===== src/design/pulse_seg_pkg.sv =====
// constants, types and helpers for the arbitrary pulse segment register bank
package pulse_seg_pkg;
   localparam int CHANNELS = 4;
   localparam int SEGMENTS = 5;
   localparam int SEG_IDX_W = 3;

   // register indices for channel 0; byte address is four times the index
   localparam logic [15:0] SEG_ONE_IDX   = 16'h0f08;
   localparam logic [15:0] SEG_TWO_IDX   = 16'h0f09;
   localparam logic [15:0] SEG_THREE_IDX = 16'h0f0a;
   localparam logic [15:0] SEG_FOUR_IDX  = 16'h0f0b;
   localparam logic [15:0] SEG_FIVE_IDX  = 16'h0f0c;
   localparam logic [15:0] EQ_CTRL_IDX   = 16'h0f00;
   localparam int          CHAN_LSB      = 4;
   localparam logic [7:0]  BANK_PAGE     = 8'h0f;

   localparam logic [7:0] SEG_RESET     = 8'h00;
   localparam int         SIGN_BIT      = 6;
   localparam logic [4:0] EQC_ARBITRARY = 5'h1f;

   localparam logic [1:0] RESP_OKAY   = 2'h0;
   localparam logic [1:0] RESP_SLVERR = 2'h2;

   typedef logic [7:0] seg_reg_t;
   typedef logic [SEG_IDX_W-1:0] seg_idx_t;
   typedef logic [1:0] chan_t;

   typedef struct packed {
      logic     hit;
      chan_t    chan;
      seg_idx_t seg;
   } reg_hit_t;

   typedef enum {SEQ_IDLE, SEQ_SHAPE} seq_state_t;

   // byte address to channel and segment slot
   function automatic reg_hit_t decode_addr(input logic [31:0] addr);
      reg_hit_t   r;
      logic [15:0] idx;
      logic [15:0] base;
      idx    = addr[17:2];
      base   = {idx[15:8], 4'h0, idx[3:0]};
      r.hit  = (addr[31:18] == 14'h0000) && (addr[1:0] == 2'h0) && (idx[15:8] == BANK_PAGE)
               && (32'(idx[7:CHAN_LSB]) < CHANNELS);
      r.chan = idx[CHAN_LSB+1:CHAN_LSB];
      r.seg  = 3'h0;
      case (base)
         SEG_ONE_IDX:   r.seg = 3'h0;
         SEG_TWO_IDX:   r.seg = 3'h1;
         SEG_THREE_IDX: r.seg = 3'h2;
         SEG_FOUR_IDX:  r.seg = 3'h3;
         SEG_FIVE_IDX:  r.seg = 3'h4;
         default:       r.hit = 1'b0;
      endcase
      return r;
   endfunction

   // sign-magnitude segment field to two's complement
   function automatic logic signed [7:0] seg_to_signed(input seg_reg_t v);
      logic [7:0] mag;
      mag = {2'h0, v[SIGN_BIT-1:0]};
      return v[SIGN_BIT] ? 8'(-mag) : mag;
   endfunction
endpackage


===== src/design/seg_bus_if.sv =====
// segment values and mode handed from the register bank to one channel's sequencer
`timescale 1ns/100ps
interface seg_bus_if;
   import pulse_seg_pkg::*;
   seg_reg_t seg [SEGMENTS];
   logic     arb_mode;
   logic     start;
   modport regs (output seg, output arb_mode, output start);
   modport seq  (input seg, input arb_mode, input start);
endinterface


===== src/design/pulse_segment_regs.sv =====
// arbitrary transmit pulse segment registers with an axi4-lite slave
//
// Notes on behaviour
// each channel has a register at 0x0Fn8 holding segment one amplitude in bits 6-0.
// each channel has a register at 0x0Fn9 holding segment two amplitude.
// each channel has a register at 0x0FnA holding segment three amplitude.
// each channel has a register at 0x0FnB holding segment four amplitude.
// each channel has a register at 0x0FnC holding segment five amplitude.
// amplitudes are sign-magnitude, bit 6 the sign, bit 0 the magnitude lsb.
// stored amplitudes shape the pulse only when equalizer control selects arbitrary mode.
// in arbitrary mode segments are applied in ascending order, starting with segment one.
`timescale 1ns/100ps
module pulse_segment_regs
(
   // clock and reset
   input  wire  logic                                         aclk,
   input  wire  logic                                         aresetn,
   input  wire  logic                                         clk_en,
   // axi4-lite write address
   input  wire  logic [31:0]                                  s_axi_awaddr,
   input  wire  logic [2:0]                                   s_axi_awprot,
   input  wire  logic                                         s_axi_awvalid,
   output       logic                                         s_axi_awready,
   // axi4-lite write data
   input  wire  logic [31:0]                                  s_axi_wdata,
   input  wire  logic [3:0]                                   s_axi_wstrb,
   input  wire  logic                                         s_axi_wvalid,
   output       logic                                         s_axi_wready,
   // axi4-lite write response
   output       logic [1:0]                                   s_axi_bresp,
   output       logic                                         s_axi_bvalid,
   input  wire  logic                                         s_axi_bready,
   // axi4-lite read address
   input  wire  logic [31:0]                                  s_axi_araddr,
   input  wire  logic [2:0]                                   s_axi_arprot,
   input  wire  logic                                         s_axi_arvalid,
   output       logic                                         s_axi_arready,
   // axi4-lite read data
   output       logic [31:0]                                  s_axi_rdata,
   output       logic [1:0]                                   s_axi_rresp,
   output       logic                                         s_axi_rvalid,
   input  wire  logic                                         s_axi_rready,
   // line interface side
   input  wire  logic [pulse_seg_pkg::CHANNELS-1:0][4:0]      equalizer_control_field,
   input  wire  logic [pulse_seg_pkg::CHANNELS-1:0]           tx_pulse_start,
   // shaped pulse to the transmit driver
   output       logic [pulse_seg_pkg::CHANNELS-1:0][7:0]      shape_amplitude,
   output       logic [pulse_seg_pkg::CHANNELS-1:0][2:0]      shape_segment,
   output       logic [pulse_seg_pkg::CHANNELS-1:0]           shape_active
);
   import pulse_seg_pkg::*;

   seg_reg_t    seg_q [CHANNELS][SEGMENTS];
   logic        awready_q;
   logic        wready_q;
   logic        bvalid_q;
   logic [1:0]  bresp_q;
   logic        arready_q;
   logic        rvalid_q;
   logic [1:0]  rresp_q;
   logic [31:0] rdata_q;
   logic [31:0] waddr_q;
   logic [31:0] wdata_q;
   logic [3:0]  wstrb_q;

   // bus handshakes and decode
   wire      aw_take   = s_axi_awvalid && awready_q;
   wire      w_take    = s_axi_wvalid && wready_q;
   wire      b_done    = bvalid_q && s_axi_bready;
   wire      ar_take   = s_axi_arvalid && arready_q;
   wire      r_done    = rvalid_q && s_axi_rready;
   wire      wr_ready  = !awready_q && !wready_q && !bvalid_q;
   reg_hit_t wr_hit;
   reg_hit_t rd_hit;
   assign wr_hit = decode_addr(waddr_q);
   assign rd_hit = decode_addr(s_axi_araddr);
   wire      wr_store  = wr_ready && wr_hit.hit && wstrb_q[0];
   wire [31:0] rd_word = rd_hit.hit ? {24'h000000, seg_q[rd_hit.chan][rd_hit.seg]} : 32'h00000000;

   assign s_axi_awready = awready_q;
   assign s_axi_wready  = wready_q;
   assign s_axi_bvalid  = bvalid_q;
   assign s_axi_bresp   = bresp_q;
   assign s_axi_arready = arready_q;
   assign s_axi_rvalid  = rvalid_q;
   assign s_axi_rresp   = rresp_q;
   assign s_axi_rdata   = rdata_q;

   // write address and data, accepted in either order
   always_ff @(posedge aclk)
   begin
      if (!aresetn)
      begin
         awready_q <= 1'b1;
         wready_q  <= 1'b1;
         waddr_q   <= 32'h00000000;
         wdata_q   <= 32'h00000000;
         wstrb_q   <= 4'h0;
      end
      else if (clk_en)
      begin
         if (aw_take)
         begin
            awready_q <= 1'b0;
            waddr_q   <= s_axi_awaddr;
         end
         else if (b_done)
            awready_q <= 1'b1;
         if (w_take)
         begin
            wready_q <= 1'b0;
            wdata_q  <= s_axi_wdata;
            wstrb_q  <= s_axi_wstrb;
         end
         else if (b_done)
            wready_q <= 1'b1;
      end
   end

   // write response
   always_ff @(posedge aclk)
   begin
      if (!aresetn)
      begin
         bvalid_q <= 1'b0;
         bresp_q  <= RESP_OKAY;
      end
      else if (clk_en)
      begin
         if (wr_ready)
         begin
            bvalid_q <= 1'b1;
            bresp_q  <= wr_hit.hit ? RESP_OKAY : RESP_SLVERR;
         end
         else if (b_done)
            bvalid_q <= 1'b0;
      end
   end

   // segment storage, all eight bits kept, only bits 6-0 feed the shaper
   always_ff @(posedge aclk)
   begin
      if (!aresetn)
      begin
         for (int c = 0; c < CHANNELS; c++)
            for (int s = 0; s < SEGMENTS; s++)
               seg_q[c][s] <= SEG_RESET;
      end
      else if (clk_en && wr_store)
         seg_q[wr_hit.chan][wr_hit.seg] <= wdata_q[7:0];
   end

   // read channel, one answer per address
   always_ff @(posedge aclk)
   begin
      if (!aresetn)
      begin
         arready_q <= 1'b1;
         rvalid_q  <= 1'b0;
         rresp_q   <= RESP_OKAY;
         rdata_q   <= 32'h00000000;
      end
      else if (clk_en)
      begin
         if (ar_take)
         begin
            arready_q <= 1'b0;
            rvalid_q  <= 1'b1;
            rdata_q   <= rd_word;
            rresp_q   <= rd_hit.hit ? RESP_OKAY : RESP_SLVERR;
         end
         else if (r_done)
         begin
            rvalid_q  <= 1'b0;
            arready_q <= 1'b1;
         end
      end
   end

   // one sequencer per channel
   for (genvar c = 0; c < CHANNELS; c++)
   begin : g_chan
      seg_bus_if bus ();
      for (genvar s = 0; s < SEGMENTS; s++)
      begin : g_seg
         assign bus.seg[s] = seg_q[c][s];
      end
      assign bus.arb_mode = (equalizer_control_field[c] == EQC_ARBITRARY);
      assign bus.start    = tx_pulse_start[c];

      segment_sequencer u_seq
      (
         .aclk        (aclk),
         .aresetn     (aresetn),
         .clk_en      (clk_en),
         .bus         (bus.seq),
         .amplitude_q (shape_amplitude[c]),
         .segment_q   (shape_segment[c]),
         .active_q    (shape_active[c])
      );
   end
endmodule


===== src/design/segment_sequencer.sv =====
// steps one channel's pulse through its segment amplitudes
`timescale 1ns/100ps
module segment_sequencer
(
   // clock and reset
   input  wire  logic               aclk,
   input  wire  logic               aresetn,
   input  wire  logic               clk_en,
   // segment values
   seg_bus_if.seq                   bus,
   // shaped output
   output       logic signed [7:0]  amplitude_q,
   output       logic [2:0]         segment_q,
   output       logic               active_q
);
   import pulse_seg_pkg::*;

   seq_state_t state_q;
   seg_idx_t   idx_q;
   wire        last_seg = (idx_q == seg_idx_t'(SEGMENTS - 1));
   wire        launch   = bus.start && bus.arb_mode;

   always_ff @(posedge aclk)
   begin
      if (!aresetn)
      begin
         state_q     <= SEQ_IDLE;
         idx_q       <= '0;
         amplitude_q <= '0;
         segment_q   <= '0;
         active_q    <= 1'b0;
      end
      else if (clk_en)
      begin
         case (state_q)
            SEQ_IDLE:
            begin
               if (launch)
               begin
                  state_q     <= SEQ_SHAPE;
                  idx_q       <= '0;
                  amplitude_q <= seg_to_signed(bus.seg[0]);
                  segment_q   <= 3'h1;
                  active_q    <= 1'b1;
               end
            end
            SEQ_SHAPE:
            begin
               if (!bus.arb_mode || (last_seg && !launch))
               begin
                  state_q     <= SEQ_IDLE;
                  amplitude_q <= '0;
                  segment_q   <= '0;
                  active_q    <= 1'b0;
               end
               else if (last_seg)
               begin
                  idx_q       <= '0;
                  amplitude_q <= seg_to_signed(bus.seg[0]);
                  segment_q   <= 3'h1;
               end
               else
               begin
                  idx_q       <= idx_q + 3'h1;
                  amplitude_q <= seg_to_signed(bus.seg[idx_q + 3'h1]);
                  segment_q   <= idx_q + 3'h2;
               end
            end
            default:
            begin
               state_q  <= SEQ_IDLE;
               active_q <= 1'b0;
            end
         endcase
      end
   end
endmodule


===== config.mk =====
export PLATFORM = sky130hd
export DESIGN_NAME = pulse_segment_regs
export DESIGN_NICKNAME = d
export VERILOG_FILES = /design/src/design/pulse_seg_pkg.sv /design/src/design/seg_bus_if.sv /design/src/design/pulse_segment_regs.sv /design/src/design/segment_sequencer.sv
export SDC_FILE = /design/constraint.sdc
export NUM_CORES = 1
export LEC_CHECK = 0
export ABC_AREA = 1
export BUFFER_PORTS_ARGS = -buffer_cell sky130_fd_sc_hd__buf_2
export CORE_ASPECT_RATIO = 0.9
export CORE_MARGIN = 3
export CORE_UTILIZATION = 55
export DETAILED_ROUTE_END_ITERATION = 16
export HOLD_SLACK_MARGIN = 0.03
export PLACE_DENSITY = 0.77
export RECOVER_POWER = 25
export REMOVE_ABC_BUFFERS = 1
export SLEW_MARGIN = 20
export SYNTH_ARGS = -nofsm -noshare
export SYNTH_HDL_FRONTEND = slang
export SYNTH_HIERARCHICAL = 1
export SYNTH_SLANG_ARGS = --single-unit

===== constraint.sdc =====
create_clock -name aclk -period 3.4 [get_ports aclk]
set_clock_uncertainty 0.1 [all_clocks]
set_input_delay 0 -clock aclk [delete_from_list [all_inputs] [get_ports aclk]]
set_output_delay 0 -clock aclk [all_outputs]
set_load 0.02 [all_outputs]

; Word-level counts from Yosys, hierarchy flattened
; Memory sizes are Yosys's and may differ from the RTL's.
; Index checks and enable logic that the tools add are counted.
[word_totals]
regBits = 270
ram_bits = 160
output_inout_bits = 89
word_cells = 298
mem_count = 1
[mem_list]
columns = memory, depth, width, read_ports, rd_clocked_by_memory_dff, write_ports, line_no
row1 = seg_q, 4, 40, 5, 0, 4, pulse_segment_regs.sv:53  ; seg_reg_t seg_q [CHANNELS][SEGMENTS];
[classes]
addsub = 16
order_cmp = 9
n_eq_ne = 36
mux = 120
bitwise = 6
reduce_logical = 79
[op_table]
columns = operator, n
row1 = 2-to-1 mux 32 bit, 8
row2 = one-hot mux 32 bit (2 select lines), 4
row3 = 2-to-1 mux 8 bit, 24
row4 = equality test 32 x 1 -> 1 bit (second input constant), 4
row5 = zero test 32 bit, 4
row6 = binary-select mux 8 bit (select 3 bit), 5
row7 = equality test 12 x 8 -> 1 bit (second input constant), 10
row8 = 2-to-1 mux 40 bit, 3
row9 = 2-to-1 mux 3 bit, 24
row10 = negator 6 -> 8 bit, 8
row11 = one-hot mux 8 bit (2 select lines), 4
row12 = 2-to-1 mux 7 bit, 8
row13 = one-hot mux 3 bit (2 select lines), 8
row14 = OR reduction 40 bit, 1
row15 = zero test 14 bit, 2
row16 = logical AND 1 bit, 25
row17 = demux 8 bit (select 3 bit), 1
row18 = greater-or-equal comparator 4 bit (second input constant), 6
row19 = inverter 3 -> 4 bit, 6
row20 = one-hot mux 3 bit (4 select lines), 2
row21 = AND reduction 3 bit, 8
row22 = 2-to-1 mux 1 bit, 22
row23 = equality test 5 bit (second input constant), 4
row24 = equality test 8 x 4 -> 1 bit (second input constant), 2
row25 = other kinds (16), 73

; Longest topological paths before layout
[logic_depth]
depth_word = 13
ltp_mapped = 16

; By module
; Netlist, hierarchy kept.
[by_module_without_submodules]
columns = module, instances, cells_per_inst, area_per_inst_um2, seq_area_each_um2
row1 = pulse_segment_regs, 1, 1116, 10085.9, 5925.7
row2 = segment_sequencer, 4, 237, 1358.8, 300.3

; Worst setup path after synthesis
; No wires, ideal clock.
[synth_timing]
path_type = register to register
start = reg g_chan[0].u_seq.idx_q[0]
end = reg g_chan[0].u_seq.amplitude_q[2]
t_arrival_ns = 2.169
required_ns = 3.230
path_slack_ns = 1.062
stages_incl_launch_ff = 15
path_cell_list = dfxtp_1 > inv_2 > buf_6 > ha_1 > buf_2 > nor2_2 > nand3_1 > nand2_1 > inv_1 > ha_1 > nor2_1 > a21oi_1 > o21ai_0 > o211ai_1 > a21oi_1
[synth_between]
elab_chain_cells = 10
[synth_rtl]
columns = element, line_no
row1 = "start, declared", segment_sequencer.sv:19  ; seg_idx_t idx_q;
row2 = "start signal, assigned", segment_sequencer.sv:64  ; idx_q <= idx_q + 3'h1;
row3 = adder 3 x 1 -> 3 bit, segment_sequencer.sv:65  ; amplitude_q <= seg_to_signed(bus.seg[idx_q + 3'h1]);
row4 = inverter 3 -> 4 bit (not written as such), segment_sequencer.sv:65
row5 = binary-select mux 8 bit (select 3 bit), segment_sequencer.sv:65
row6 = 2-to-1 mux 7 bit (not written as such) (2 in series), segment_sequencer.sv:65
row7 = negator 6 -> 8 bit, pulse_seg_pkg.sv:62  ; return v[SIGN_BIT] ? 8'(-mag) : mag;
row8 = 2-to-1 mux 8 bit, pulse_seg_pkg.sv:62
row9 = 2-to-1 mux 8 bit, segment_sequencer.sv:56  ; else if (last_seg)
row10 = 2-to-1 mux 8 bit *, segment_sequencer.sv:49  ; if (!bus.arb_mode || (last_seg && !launch))
row11 = one-hot mux 8 bit (2 select lines) *, segment_sequencer.sv:35  ; case (state_q)
row12 = "end signal, assigned", segment_sequencer.sv:42  ; amplitude_q <= seg_to_signed(bus.seg[0]);
row13 = "end signal, assigned", segment_sequencer.sv:59  ; amplitude_q <= seg_to_signed(bus.seg[0]);
row14 = "end signal, assigned", segment_sequencer.sv:65
row15 = "end, declared", segment_sequencer.sv:12  ; output logic signed [7:0] amplitude_q,
; Every way passes the cells marked *; elsewhere a longest branch is shown, timed or not. The select of a mux whose other input is x is not followed.
; A chain may end at the register's enable or synchronous reset.

; Worst setup path in the final report
[layout_timing]
start = in equalizer_control_field[5] in the netlist's numbering
end = reg g_chan[1].u_seq.segment_q[0]
[layout_between]
elab_chain_cells = 7
[layout_rtl]
columns = element, line_no
row1 = "start, declared", pulse_segment_regs.sv:44  ; input wire logic [pulse_seg_pkg::CHANNELS-1:0][4:0] equalizer_control_field,
row2 = equality test 5 bit *, pulse_segment_regs.sv:188  ; assign bus.arb_mode = (equalizer_control_field[c] == EQC_ARBITRARY);
row3 = net g_chan[1].bus.arb_mode, seg_bus_if.sv:6  ; logic arb_mode;
row4 = logical AND 1 bit, segment_sequencer.sv:21  ; wire launch = bus.start && bus.arb_mode;
row5 = zero test 1 bit, segment_sequencer.sv:49
row6 = logical AND 1 bit, segment_sequencer.sv:49
row7 = logical OR 1 bit, segment_sequencer.sv:49
row8 = 2-to-1 mux 3 bit, segment_sequencer.sv:49
row9 = one-hot mux 3 bit (2 select lines), segment_sequencer.sv:35
row10 = "end signal, assigned", segment_sequencer.sv:66  ; segment_q <= idx_q + 3'h2;
row11 = "end, declared", segment_sequencer.sv:13  ; output logic [2:0] segment_q,
; The timed path passes the listed nets; every way through them passes the cells marked *.

==> impl_metrics.json <==
{
  "status": "finished, final reports clean",
  "cts_root_buf": "clkbuf_16",
  "rsz0062_at_grt": "no",
  "io_buffers": 167,
  "numCtsBuffers": 29,
  "netlist_top_cells_area": "edfxtp_1 (31%), dfxtp_1 (15%), nand2_1 (13%)",
  "setup_viol": 0,
  "postPlaceCellArea_mm2": 0.0164,
  "final_area_mm2": 0.0180,
  "drc": 0,
  "cts_tree": "yes",
  "drive_above_1_share": 0.116,
  "grt_pass1_wl_mm": 74.1,
  "synthFlopType": "edfxtp_1",
  "yosysTopAreaCell": "edfxtp_1",
  "final.setup.tns_ps": 0,
  "syn_area_per_cell_um2": 7.52,
  "wl_met1_mm": 20.3,
  "track_usage": 0.311,
  "cp_slowest_cell": "dlygate4sd3_1",
  "wire_per_inst_um": 18.2,
  "yosys_warnings": 6,
  "min_delay_path_depth": 8,
  "drtPass1Iterations": 6,
  "netlist_area_mm2": 0.0155,
  "dp_slack_ps": 728,
  "dr_wl_met3_mm": 5.47,
  "fin_ws_ps": 281,
  "ant_nets": 0,
  "cp_slowest_stage_delay_ps": 620,
  "min_to": "s_axi_rdata[4]$_SDFFE_PN0P_",
  "reg2reg_to": "s_axi_rdata[6]$_SDFFE_PN0P_",
  "antenna_found_initial": 0,
  "clk_path_buf_depth": 3,
  "vias": 15100,
  "hp-start": "s_axi_araddr[4]",
  "vdd_drop_max_mv": 0.419,
  "layout_min_cycle_time_ps": 3120,
  "critPathKind": "input pin to flip-flop",
  "max_cap_viol_count": 0,
  "finish.net_count": 2433,
  "drv_slew": 0,
  "die_w_um": 183,
  "p_leak_nw": 7.63,
  "initial_core_util": 0.567,
  "drtIter0Drc": 1982,
  "synth_cells": 2064,
  "most-common-layout-cells": "nand2_1 (525), nand3_1 (265), nor2_1 (241), edfxtp_1 (160), inv_1 (153)",
  "path_clk_slew_ps": 60,
  "wirelength_mm": 48.4,
  "reg2reg_slack_ps": 570,
  "synth_edf_count": 160,
  "dr.max_layer_used": "met4",
  "crit_required_ps": 3800,
  "end_kind": "flip-flop",
  "dieArea_mm2": 0.0303,
  "rows": 57,
  "fmax_mhz": 321,
  "synth_top_area_frac": 0.310,
  "synth_cell_types": 40,
  "worstHoldPathType": "input pin to flip-flop",
  "synthToLayoutAreaGrowth_pct": 16.1,
  "wl_met2_mm": 21.4,
  "worstReg2RegStart": "s_axi_arready$_SDFFE_PN1P_",
  "slew_headroom": 0.199,
  "cp-start-kind": "input pin",
  "mostFrequentLayoutCell": "nand2_1",
  "grt_max_degree": 81,
  "h-tree-depth": 1,
  "synth_seq_cells": 276,
  "tritoncts_num_sinks": 276,
  "critPathLaunch": "equalizer_control_field[5]",
  "critPathArrivalTime_ps": 3510,
  "die_height_um": 165,
  "grt_pass1_vias": 13800,
  "worst-slew-pin-transition_ps": 1200,
  "crit_fanout": 15,
  "hold_viol_final": 0,
  "insertion_delay_ps": 570,
  "gp_congestion": 0.975,
  "synth_seq_area_share": 0.459,
  "core-area_mm2": 0.0274,
  "diodes": 0,
  "pin_count": 227,
  "powerDensity_mw_per_mm2": 420,
  "period_share": 0.917,
  "path_cells": "dlygate4sd3_1 > buf_2 > nand2_1 > dlygate4sd3_1 > nor2_1 > dlygate4sd3_1 > nand2_1 > a21oi_2 > inv_1 > nor2_1 > inv_2 > a21oi_1 > a21oi_1 > nor2_1",
  "async_reset_ff_frac": 0,
  "gr-total-overflow": 0,
  "vias_per_cell": 5.69,
  "reg2reg_depth": 8,
  "dp_hpwl_mm": 32.7
}
-- where the power goes --
group          switching (W)  internal (W)  leakage (nW)  total [W]
Sequential         0.0000891       0.00363          2.60    0.00372
Combinational       0.000528      0.000264          4.57   0.000792
Clock                0.00135       0.00171         0.462    0.00306
Total                0.00197       0.00561          7.63    0.00757
-- metal layers --
metal,vias to the layer above,global-route usage
met4,0,0.0737
li1,7242,-
met1,6949,0.434
met2,824,0.496
met3,92,0.0714
met5,-,0
-- final cells by class --
type / count / area, um2
flip-flops and latches: 276 / 7130
clock buffers: 39 / 823
well taps: 354 / 443
inverters: 199 / 748
repair buffers: 274 / 1800
fillers: 2335 / 9360
clock inverters: 15 / 97.6
multi-input cells: 1499 / 6980
-- cells by family after synthesis --
logic type	count (synthesis)	share of synthesized area
compound gates	337	0.117
simple gates	1108	0.316
flops	276	0.459
other cells	1	0.000242
buf+inv	314	0.0876
fa+ha+maj	16	0.0129
xor+xnor	12	0.00677
-- through the flow --
| step | hold WS (ps) | util | power (W) | std cells |
|---|---|---|---|---|
| global route | 161 | 0.658 | 0.00782 | 2656 |
| global placement | 175 | 0.599 | 0.00446 | 2510 |
| detailed placement | 186 | 0.599 | 0.00448 | 2510 |
| finish | 97.0 | 0.658 | 0.00757 | 2656 |
| floorplan | -31.1 | - | 0.00416 | 1974 |
| CTS | 70.6 | 0.667 | 0.00756 | 2656 |
-- worst max-delay path, delay by kind of cell --
family | cells | cell delay [ps]
AND/OR/NAND/NOR | 5 | 560
buffers and inverters | 6 | 2230
AO/OA/AOI/OAI | 3 | 710
-- synthesized netlist by cell type (5+ instances only) --
library cell,n
dfxtp_1,116
clkbuf_1,58
o21ai_1,8
edfxtp_1,160
nand4_4,10
ha_1,16
inv_2,42
o211ai_1,16
nand2_2,20
xnor2_1,8
nor3_1,6
a21oi_1,144
nand4_1,11
nand3_2,5
nor2_1,241
a211oi_1,13
buf_2,21
o22ai_1,8
inv_1,155
nor2_2,9
nand3_1,266
nand4_2,7
buf_4,30
nand2_1,524
o21ai_0,135
-- registers in the layout, summed over array words and instances (netlist names) --
name	cells
s_axi_bresp	1
s_axi_arready	1
wstrb_q	1
g_chan.u_seq/idx_q	12
g_chan.u_seq/amplitude_q	32
seg_q	160
s_axi_wready	1
s_axi_awready	1
s_axi_rresp	1
s_axi_bvalid	1
g_chan.u_seq/segment_q	12
wdata_q	8
s_axi_rdata	8
waddr_q	32
s_axi_rvalid	1
g_chan.u_seq/active_q	4
-- what timing repair did --
item,4_1_cts,5_1_grt
resized for setup,0,0
hold buffers,92,0
setup buffers,0,0
endpoints found under the hold margin,111,0
-- worst max path at each step --
stage	endpoint	slack, ps	cells past startpoint
2_1_floorplan	seg_q[0][16]$_SDFFCE_PN0P_	570	7
3_3_place_gp	g_chan[1].u_seq/amplitude_q[2]$_SDFFE_PN0P_	780	13
3_5_place_dp	g_chan[3].u_seq/amplitude_q[2]$_SDFFE_PN0P_	730	13
4_1_cts	s_axi_rdata[6]$_SDFFE_PN0P_	460	10
5_1_grt	g_chan[1].u_seq/segment_q[0]$_SDFFE_PN0P_	40	14
6_report	g_chan[1].u_seq/segment_q[0]$_SDFFE_PN0P_	280	14
(Power assumes the default switching activity.)
